File: config.mk
export PLATFORM = sky130hd
export DESIGN_NAME = mpc_top
export DESIGN_NICKNAME = d
export VERILOG_FILES = /design/src/inc/mpc_pkg.sv /design/src/design/mpc_region_match.sv /design/src/design/mpc_access_check.sv /design/src/design/mpc_top.sv
export SDC_FILE = /design/constraint.sdc
export NUM_CORES = 1
export LEC_CHECK = 0
export BUFFER_PORTS_ARGS = -buffer_cell sky130_fd_sc_hd__buf_2
export CORE_AREA = 2 2 267 269
export DETAILED_ROUTE_END_ITERATION = 8
export DIE_AREA = 0 0 269 271
export SETUP_SLACK_MARGIN = 0.1
export SYNTH_ARGS = -nofsm -noshare
export SYNTH_HDL_FRONTEND = slang
export SYNTH_HIERARCHICAL = 1
export SYNTH_SLANG_ARGS = --single-unit
export TNS_END_PERCENT = 30
File: constraint.sdc
create_clock -name pclk -period 11.2 [get_ports pclk]
set_clock_uncertainty 0.1 [all_clocks]
set_input_delay 0.56 -clock pclk [delete_from_list [all_inputs] [get_ports pclk]]
set_output_delay 0.56 -clock pclk [all_outputs]
set_load 0.03 [all_outputs]
File: src/inc/mpc_pkg.sv
// Package of register map, fields and address ranges for the protection block
package mpc_pkg;
  // Register byte offsets
  localparam logic [11:0] OFS_INFO = 12'hd90;
  localparam logic [11:0] OFS_CTRL = 12'hd94;
  localparam logic [11:0] OFS_REGION = 12'hda0;
  localparam logic [11:0] OFS_IRQ_STATUS = 12'hdc0;
  localparam logic [11:0] OFS_IRQ_MASK = 12'hdc4;
  localparam logic [11:0] OFS_FAULT_ADDR = 12'hdc8;
  // Information register fields
  localparam logic [7:0] INSTR_REGION_COUNT = 8'h00;
  localparam logic [7:0] DATA_REGION_COUNT = 8'h08;
  localparam logic SPLIT_MAP = 1'b0;
  localparam int NUM_REGIONS = 8;
  // Control register fields
  localparam int CTRL_EN_BIT = 0;
  localparam int CTRL_ESC_BIT = 1;
  localparam int CTRL_BG_BIT = 2;
  localparam logic [2:0] CTRL_RESET = 3'h0;
  // Region config layout: enable in bit 0, size code 5:1, base 31:5
  localparam int REG_SIZE_LSB = 1;
  localparam int REG_SIZE_MSB = 5;
  localparam int REG_BASE_LSB = 5;
  // Interrupt status bits
  localparam int IRQ_FAULT_BIT = 0;
  localparam int IRQ_PRIV_BIT = 1;
  localparam int IRQ_BITS = 2;
  // System control space and vector table ranges
  localparam logic [31:0] SCS_BASE = 32'he000e000;
  localparam logic [31:0] SCS_LAST = 32'he000efff;
  localparam logic [31:0] VTAB_BASE = 32'h00000000;
  localparam logic [31:0] VTAB_LAST = 32'h000003ff;
  // Default map: execute-never at and above this address
  localparam logic [31:0] DEF_XN_BASE = 32'ha0000000;
  // Priority codes of normal and escalated handlers
  typedef enum logic [1:0] {
    MPC_PRI_NORMAL = 2'h0,
    MPC_PRI_NMI = 2'h1,
    MPC_PRI_HARD = 2'h2,
    MPC_PRI_FMASK = 2'h3
  } mpc_pri_e;
endpackage : mpc_pkg

File: src/design/mpc_region_match.sv
// Region address matcher for all protection regions
module mpc_region_match (
  // Region configuration
  input wire logic [32*mpc_pkg::NUM_REGIONS-1:0] region_cfg,
  // Access address
  input wire logic [31:0] addr,
  // Match per region
  output logic [mpc_pkg::NUM_REGIONS-1:0] hit
);
  genvar g;
  generate
    for (g = 0; g < mpc_pkg::NUM_REGIONS; g++) begin : g_reg
      logic [31:0] cfg;
      logic [4:0] size_code;
      logic [31:0] mask;
      assign cfg = region_cfg[32*g +: 32];
      assign size_code = cfg[mpc_pkg::REG_SIZE_MSB:mpc_pkg::REG_SIZE_LSB];
      // Region spans 2^(size+1) bytes
      assign mask = (size_code == 5'h1f) ? 32'h00000000 :
                    (32'hffffffff << (6'(size_code) + 6'h01));
      assign hit[g] = cfg[0] &&
                      ((addr & mask) == ({cfg[31:mpc_pkg::REG_BASE_LSB],
                       5'h00} & mask));
    end
  endgenerate
endmodule : mpc_region_match

File: src/design/mpc_access_check.sv
// Per-access permission decision, combinational
module mpc_access_check (
  // Control state
  input wire logic prot_en,
  input wire logic esc_en,
  input wire logic bg_en,
  // Access attributes
  input wire logic privileged,
  input wire logic fetch,
  input wire logic [1:0] priority_kind,
  input wire logic [31:0] addr,
  input wire logic any_hit,
  // Decision
  output logic fault,
  output logic scs_attr,
  output logic xn
);
  logic in_scs;
  logic in_vtab;
  logic escalated;
  logic active;
  assign in_scs = addr >= mpc_pkg::SCS_BASE && addr <= mpc_pkg::SCS_LAST;
  assign in_vtab = addr <= mpc_pkg::VTAB_LAST;
  // Escalated priorities only from these handler kinds
  assign escalated = priority_kind != mpc_pkg::MPC_PRI_NORMAL;
  assign active = prot_en && (!escalated || esc_en);
  // Never-execute and strongly ordered regardless of enable
  assign scs_attr = in_scs;
  assign xn = in_scs || addr >= mpc_pkg::DEF_XN_BASE;
  always_comb begin
    fault = 1'b0;
    if (fetch && xn) begin
      fault = 1'b1;
    end else if (!active) begin
      fault = 1'b0;
    end else if (in_scs || in_vtab) begin
      fault = 1'b0;
    end else if (any_hit) begin
      fault = 1'b0;
    end else if (privileged && bg_en) begin
      fault = 1'b0;
    end else begin
      fault = 1'b1;
    end
  end
endmodule : mpc_access_check

File: src/design/mpc_top.sv
// Protection unit information, control, regions and fault interrupt
// Notes on behaviour
// Register access only from privileged code
// Instruction region count reads zero
// Data region count reads eight
// Split-map flag reads zero, unified
// Reserved information bits read zero
// Privileged miss uses default map with background
// Unprivileged miss faults when enabled
// System space always never-execute, strongly ordered
// Software enables a region unless background
// Disabled: default map for everyone
// System space and vector table always allowed
// Escalated handlers bypass unless escalation bit
// Escalation only from hard fault, NMI, mask
// Control bits 2,1,0 reset to zero
// Background map is lowest priority region
// Software avoids escalation bit while disabled
// Decision same cycle, fault before completion; acc_fault to the core is registered, one cycle after acc_valid
//
// Added by the designer: the APB slave port.
module mpc_top (
  // Clock and reset
  input wire logic pclk,
  input wire logic presetn,
  // APB slave
  input wire logic psel,
  input wire logic penable,
  input wire logic pwrite,
  input wire logic [11:0] paddr,
  input wire logic [31:0] pwdata,
  input wire logic [2:0] pprot,
  output logic [31:0] prdata,
  output logic pready,
  output logic pslverr,
  // Core access port
  input wire logic acc_valid,
  input wire logic [31:0] acc_addr,
  input wire logic acc_privileged,
  input wire logic acc_fetch,
  input wire logic [1:0] acc_priority_kind,
  // Decision to core
  output logic acc_fault,
  output logic acc_scs_attr,
  output logic acc_xn,
  // Interrupt
  output logic irq
);
  logic [2:0] ctrl;
  logic [31:0] region_cfg [mpc_pkg::NUM_REGIONS];
  logic [32*mpc_pkg::NUM_REGIONS-1:0] region_flat;
  logic [mpc_pkg::IRQ_BITS-1:0] irq_status;
  logic [mpc_pkg::IRQ_BITS-1:0] irq_mask;
  logic [31:0] fault_addr;
  logic [mpc_pkg::NUM_REGIONS-1:0] hit;
  logic fault_now;
  logic scs_now;
  logic xn_now;
  logic setup;
  logic bus_priv;
  logic wr_ok;
  logic rd_ok;
  logic addr_known;
  logic is_region;
  logic [2:0] region_idx;
  logic priv_err;
  logic [31:0] next_prdata;
  logic [mpc_pkg::IRQ_BITS-1:0] events;

  genvar g;
  generate
    for (g = 0; g < mpc_pkg::NUM_REGIONS; g++) begin : g_flat
      assign region_flat[32*g +: 32] = region_cfg[g];
    end
  endgenerate

  mpc_region_match u_match (
    .region_cfg(region_flat),
    .addr(acc_addr),
    .hit(hit)
  );

  mpc_access_check u_check (
    .prot_en(ctrl[mpc_pkg::CTRL_EN_BIT]),
    .esc_en(ctrl[mpc_pkg::CTRL_ESC_BIT]),
    .bg_en(ctrl[mpc_pkg::CTRL_BG_BIT]),
    .privileged(acc_privileged),
    .fetch(acc_fetch),
    .priority_kind(acc_priority_kind),
    .addr(acc_addr),
    .any_hit(|hit),
    .fault(fault_now),
    .scs_attr(scs_now),
    .xn(xn_now)
  );

  // Bus decode; answer on first access cycle
  assign setup = psel && !penable;
  assign bus_priv = pprot[0];
  assign is_region = paddr >= mpc_pkg::OFS_REGION &&
                     paddr < mpc_pkg::OFS_IRQ_STATUS;
  assign region_idx = paddr[4:2];
  assign addr_known = is_region || paddr == mpc_pkg::OFS_INFO ||
                      paddr == mpc_pkg::OFS_CTRL ||
                      paddr == mpc_pkg::OFS_IRQ_STATUS ||
                      paddr == mpc_pkg::OFS_IRQ_MASK ||
                      paddr == mpc_pkg::OFS_FAULT_ADDR;
  assign priv_err = !bus_priv || !addr_known;
  // Writes commit at the access edge, when pready is sampled high
  assign wr_ok = psel && penable && pready && pwrite && !priv_err;
  assign rd_ok = setup && !pwrite && !priv_err;

  always_comb begin
    next_prdata = 32'h00000000;
    if (is_region) begin
      next_prdata = region_cfg[region_idx];
    end else begin
      case (paddr)
        mpc_pkg::OFS_INFO: begin
          next_prdata = {8'h00,
                         mpc_pkg::INSTR_REGION_COUNT,
                         mpc_pkg::DATA_REGION_COUNT,
                         7'h00,
                         mpc_pkg::SPLIT_MAP};
        end
        mpc_pkg::OFS_CTRL: next_prdata = {29'h0, ctrl};
        mpc_pkg::OFS_IRQ_STATUS: next_prdata = {30'h0, irq_status};
        mpc_pkg::OFS_IRQ_MASK: next_prdata = {30'h0, irq_mask};
        mpc_pkg::OFS_FAULT_ADDR: next_prdata = fault_addr;
        default: next_prdata = 32'h00000000;
      endcase
    end
  end

  // APB answer registers
  always_ff @(posedge pclk or negedge presetn) begin
    if (!presetn) begin
      pready <= 1'b0;
      pslverr <= 1'b0;
      prdata <= 32'h00000000;
    end else begin
      pready <= setup;
      pslverr <= setup && priv_err;
      prdata <= rd_ok ? next_prdata : 32'h00000000;
    end
  end

  // Control register
  always_ff @(posedge pclk or negedge presetn) begin
    if (!presetn) begin
      ctrl <= mpc_pkg::CTRL_RESET;
    end else if (wr_ok && paddr == mpc_pkg::OFS_CTRL) begin
      ctrl <= pwdata[2:0];
    end
  end

  // Region configuration store
  always_ff @(posedge pclk or negedge presetn) begin
    if (!presetn) begin
      for (int i = 0; i < mpc_pkg::NUM_REGIONS; i++) begin
        region_cfg[i] <= 32'h00000000;
      end
    end else if (wr_ok && is_region) begin
      region_cfg[region_idx] <= pwdata;
    end
  end

  // Access decision registered toward core
  always_ff @(posedge pclk or negedge presetn) begin
    if (!presetn) begin
      acc_fault <= 1'b0;
      acc_scs_attr <= 1'b0;
      acc_xn <= 1'b0;
    end else begin
      acc_fault <= acc_valid && fault_now;
      acc_scs_attr <= acc_valid && scs_now;
      acc_xn <= acc_valid && xn_now;
    end
  end

  assign events[mpc_pkg::IRQ_FAULT_BIT] = acc_valid && fault_now;
  assign events[mpc_pkg::IRQ_PRIV_BIT] = setup && !bus_priv;

  // Sticky status, set wins over write-one clear
  always_ff @(posedge pclk or negedge presetn) begin
    if (!presetn) begin
      irq_status <= '0;
    end else begin
      irq_status <= events | (irq_status &
        ~((wr_ok && paddr == mpc_pkg::OFS_IRQ_STATUS) ?
          pwdata[mpc_pkg::IRQ_BITS-1:0] : '0));
    end
  end

  always_ff @(posedge pclk or negedge presetn) begin
    if (!presetn) begin
      irq_mask <= '0;
    end else if (wr_ok && paddr == mpc_pkg::OFS_IRQ_MASK) begin
      irq_mask <= pwdata[mpc_pkg::IRQ_BITS-1:0];
    end
  end

  // Fault address capture
  always_ff @(posedge pclk or negedge presetn) begin
    if (!presetn) begin
      fault_addr <= 32'h00000000;
    end else if (acc_valid && fault_now) begin
      fault_addr <= acc_addr;
    end
  end

  always_ff @(posedge pclk or negedge presetn) begin
    if (!presetn) begin
      irq <= 1'b0;
    end else begin
      irq <= |(irq_status & irq_mask);
    end
  end
endmodule : mpc_top

==> impl_metrics.json <==
{
  "status": "complete, no violations",
  "pin_count": 127,
  "dieArea_um2": 72900,
  "grt_pass1_wl_um": 110000,
  "finalMaxSlewViolations": 0,
  "drive_gt1_share_pct": 32.0,
  "post-dp-hpwl_um": 55700,
  "num_vias": 16100,
  "fp.dieW_um": 269,
  "ys_warn_count": 6,
  "cts_tree": "yes",
  "tns_ps": 0,
  "worstPathArrival_ps": 6030,
  "fmax_ghz": 0.176,
  "final_nets": 2004,
  "io_buffers": 124,
  "finalSetupViolCount": 0,
  "cp.required_ps": 11540,
  "critPathKind": "flop to flop",
  "cts_sinks": 333,
  "fin_crit_sh_pct": 50.8,
  "hold_path.class": "primary input to flop",
  "grt_max_degree": 153,
  "hold_viol": 0,
  "drtPass1Iterations": 6,
  "endpoint_kind": "flop",
  "coreArea_um2": 69800,
  "rsz0062_at_grt": "false",
  "finalWeightedCongestion": 0.986,
  "rows": 97,
  "cts_resized": 0,
  "pre_cts_slack_ps": 5670,
  "ys_types": 88,
  "ys_async_sr_fraction_pct": 100,
  "seq_area_frac_synth_pct": 40.1,
  "p_leak_nw": 10.5,
  "h-tree-depth": 2,
  "syn_area_per_cell_um2": 11.5,
  "area_delta_synth_final_pct": 12.9,
  "grt_usage_pct": 20.5,
  "ys_seq_elements": 333,
  "worst_slack_ps": 5510,
  "ant_nets": 0,
  "drc": 0,
  "finalWirelength_um": 75700,
  "cap_viol_max_count": 0,
  "drt_iter0_drc": 1756,
  "tightest_slew_ps": 1200,
  "numCtsBuffers": 39,
  "initial_utilization_pct": 29.8,
  "relSlewSlack_pct": 19.6,
  "syn-cell-area_um2": 20800,
  "ir_drop_uv": 85.8,
  "cts_root_buf": "clkbuf_16",
  "synth_nets": 1942,
  "antenna_found_initial": 12,
  "insertion_delay_ps": 580,
  "syn_inst": 1813,
  "clk_path_buf_depth": 3,
  "path_clk_slew_ps": 60,
  "overflow": 0,
  "period_minus_slack_ps": 5690,
  "ys_dominant_reg_cell": "dfrtp_1",
  "dieHeight_um": 271,
  "p_per_area_nw_per_um2": 119,
  "synth_edf_count": 0,
  "start_kind": "flop",
  "grt_pass1_vias": 16100,
  "wl_per_cell_um": 26.6,
  "viasPerCell": 5.67,
  "crit_path_max_fanout": 34
}
==> worst max-delay path, cell delays in order, from the launching register on <==
cell and delay, ps:
dfrtp_1 480, ha_1 390, and3_1 210, ha_1 520, nand2b_1 110, a211o_1 280, a221oi_2 400, nor2_1 60
or4_1 540, o41ai_2 550, nor4_1 180, nand2_1 200, inv_1 60, o2111ai_1 180, o21ai_1 120, nand2_2 760
mux2_2 420
==> placed cells by master, fill, tap and decap left out, types with 41 or more instances in the layout <==
master     instances
xor2_1           132
clkbuf_16         41
mux2_2           309
nand2_1           71
mux4_2            64
nand3_1           44
dfrtp_1          333
xnor2_1          107
buf_2            121
a21oi_1           77
o21ai_0           74
nor2_1            77
==> cell families (layout without fill, tap and decap cells) <==
logic type | after synthesis | after routing | synth area share [%]
flip-flops | 333 | 333 | 40.1
AO/OA/AOI/OAI | 333 | 333 | 10.8
XOR/XNOR | 243 | 243 | 10.5
multiplexers | 390 | 390 | 24.6
buffers and inverters | 151 | 240 | 3.35
adder cells (fa/ha/maj) | 42 | 42 | 2.50
other | 0 | 3 | 0
AND/OR/NAND/NOR | 321 | 321 | 8.23
==> timing repair <==
| item | in CTS | in global routing |
|---|---|---|
| buffers inserted | 0 | 0 |
| hold buffers | 1 | 0 |
| endpoints found under the hold margin | 14 | 0 |
==> cell usage after synthesis (6+ instances only) <==
master    instances  share of area (%)
a22oi_1           9               0.32
a31o_2            6               0.25
nand4_1          10               0.30
o22ai_1           7               0.21
o31ai_1           6               0.22
o41ai_1           6               0.25
mux2_1           13               0.70
dfrtp_1         333                 40
o21a_1            6               0.22
clkbuf_1         55               0.99
o21ai_0          74                1.8
buf_2            36               0.87
mux4_2           64                6.9
a211oi_1         10               0.36
nor2b_1          11               0.33
buf_4            14               0.51
nor2_1           78                1.4
a21oi_1          77                1.9
mux2_2          309                 17
buf_1             8               0.14
a32oi_1          19               0.80
nor3_1           17               0.41
a41oi_1           8               0.34
ha_1             40                2.4
inv_1            32               0.58
nand3_1          45                1.1
o211ai_1         10               0.36
xnor2_1         107                4.5
nand2_1          72                1.3
a31oi_1          23               0.69
xor2_1          132                5.6
and3_1           15               0.45
nor4_1           13               0.39
a21o_1            7               0.25
nand2b_1         10               0.30
==> report_power, final <==
group	total (mW)	internal [mW]	switching, mW
Combinational	0.256	0.0837	0.172
Clock	1.29	0.755	0.533
Sequential	1.24	1.23	0.0132
==> state kept, by name (all words and copies together) (netlist names) <==
signal	cells
acc_xn	1
irq_mask	2
irq	1
region_cfg	256
fault_addr	32
pslverr	1
prdata	32
irq_status	2
ctrl	3
acc_fault	1
acc_scs_attr	1
pready	1
==> per-stage QoR <==
step	hold WS (ps)	cells	util, %	total power [mW]	instance area, um^2
2_1_floorplan	164	1813	-	1.40	20800
3_3_place_gp	386	2773	31.8	1.51	22200
3_5_place_dp	394	2773	31.8	1.52	22200
4_1_cts	136	2842	33.6	2.81	23500
5_1_grt	161	2843	33.6	2.87	23500
6_report	155	2845	33.6	2.79	23500
==> worst paths after layout <==
| path | from | end | slack, ps | cells past startpoint |
|---|---|---|---|---|
| setup / recovery | region_cfg[33] | fault_addr[22] | 5510 | 16 |
| hold / removal | acc_valid | acc_scs_attr | 160 | 2 |
| setup reg to reg | region_cfg[33] | fault_addr[22] | 5510 | 16 |
| hold reg to reg | fault_addr[7] | fault_addr[7] | 410 | 1 |
| max in group asynchronous | presetn | region_cfg[98] | 8930 | 3 |
| min in group asynchronous | presetn | ctrl[1] | 540 | 2 |
==> final cells by class <==
| type | instances | area [um^2] |
|---|---|---|
| clock inverters | 11 | 88.8 |
| well taps | 940 | 1180 |
| inverters | 32 | 120 |
| multi-input cells | 1329 | 11800 |
| repair buffers | 140 | 771 |
| clock buffers | 57 | 1190 |
| diodes | 3 | 7.51 |
| fillers | 6974 | 46300 |
| flip-flops and latches | 333 | 8330 |
==> layer usage <==
layer / track usage, % / vias up / share of wire [%]
li1: - / 6817 / -
met1: 26.5 / 8414 / 41
met2: 34.8 / 728 / 49
met3: 2.90 / 164 / 6.0
met4: 7.27 / 4 / 3.9
met5: 0 / - / 0.034
Note: power is estimated with default switching activity, not from simulation.
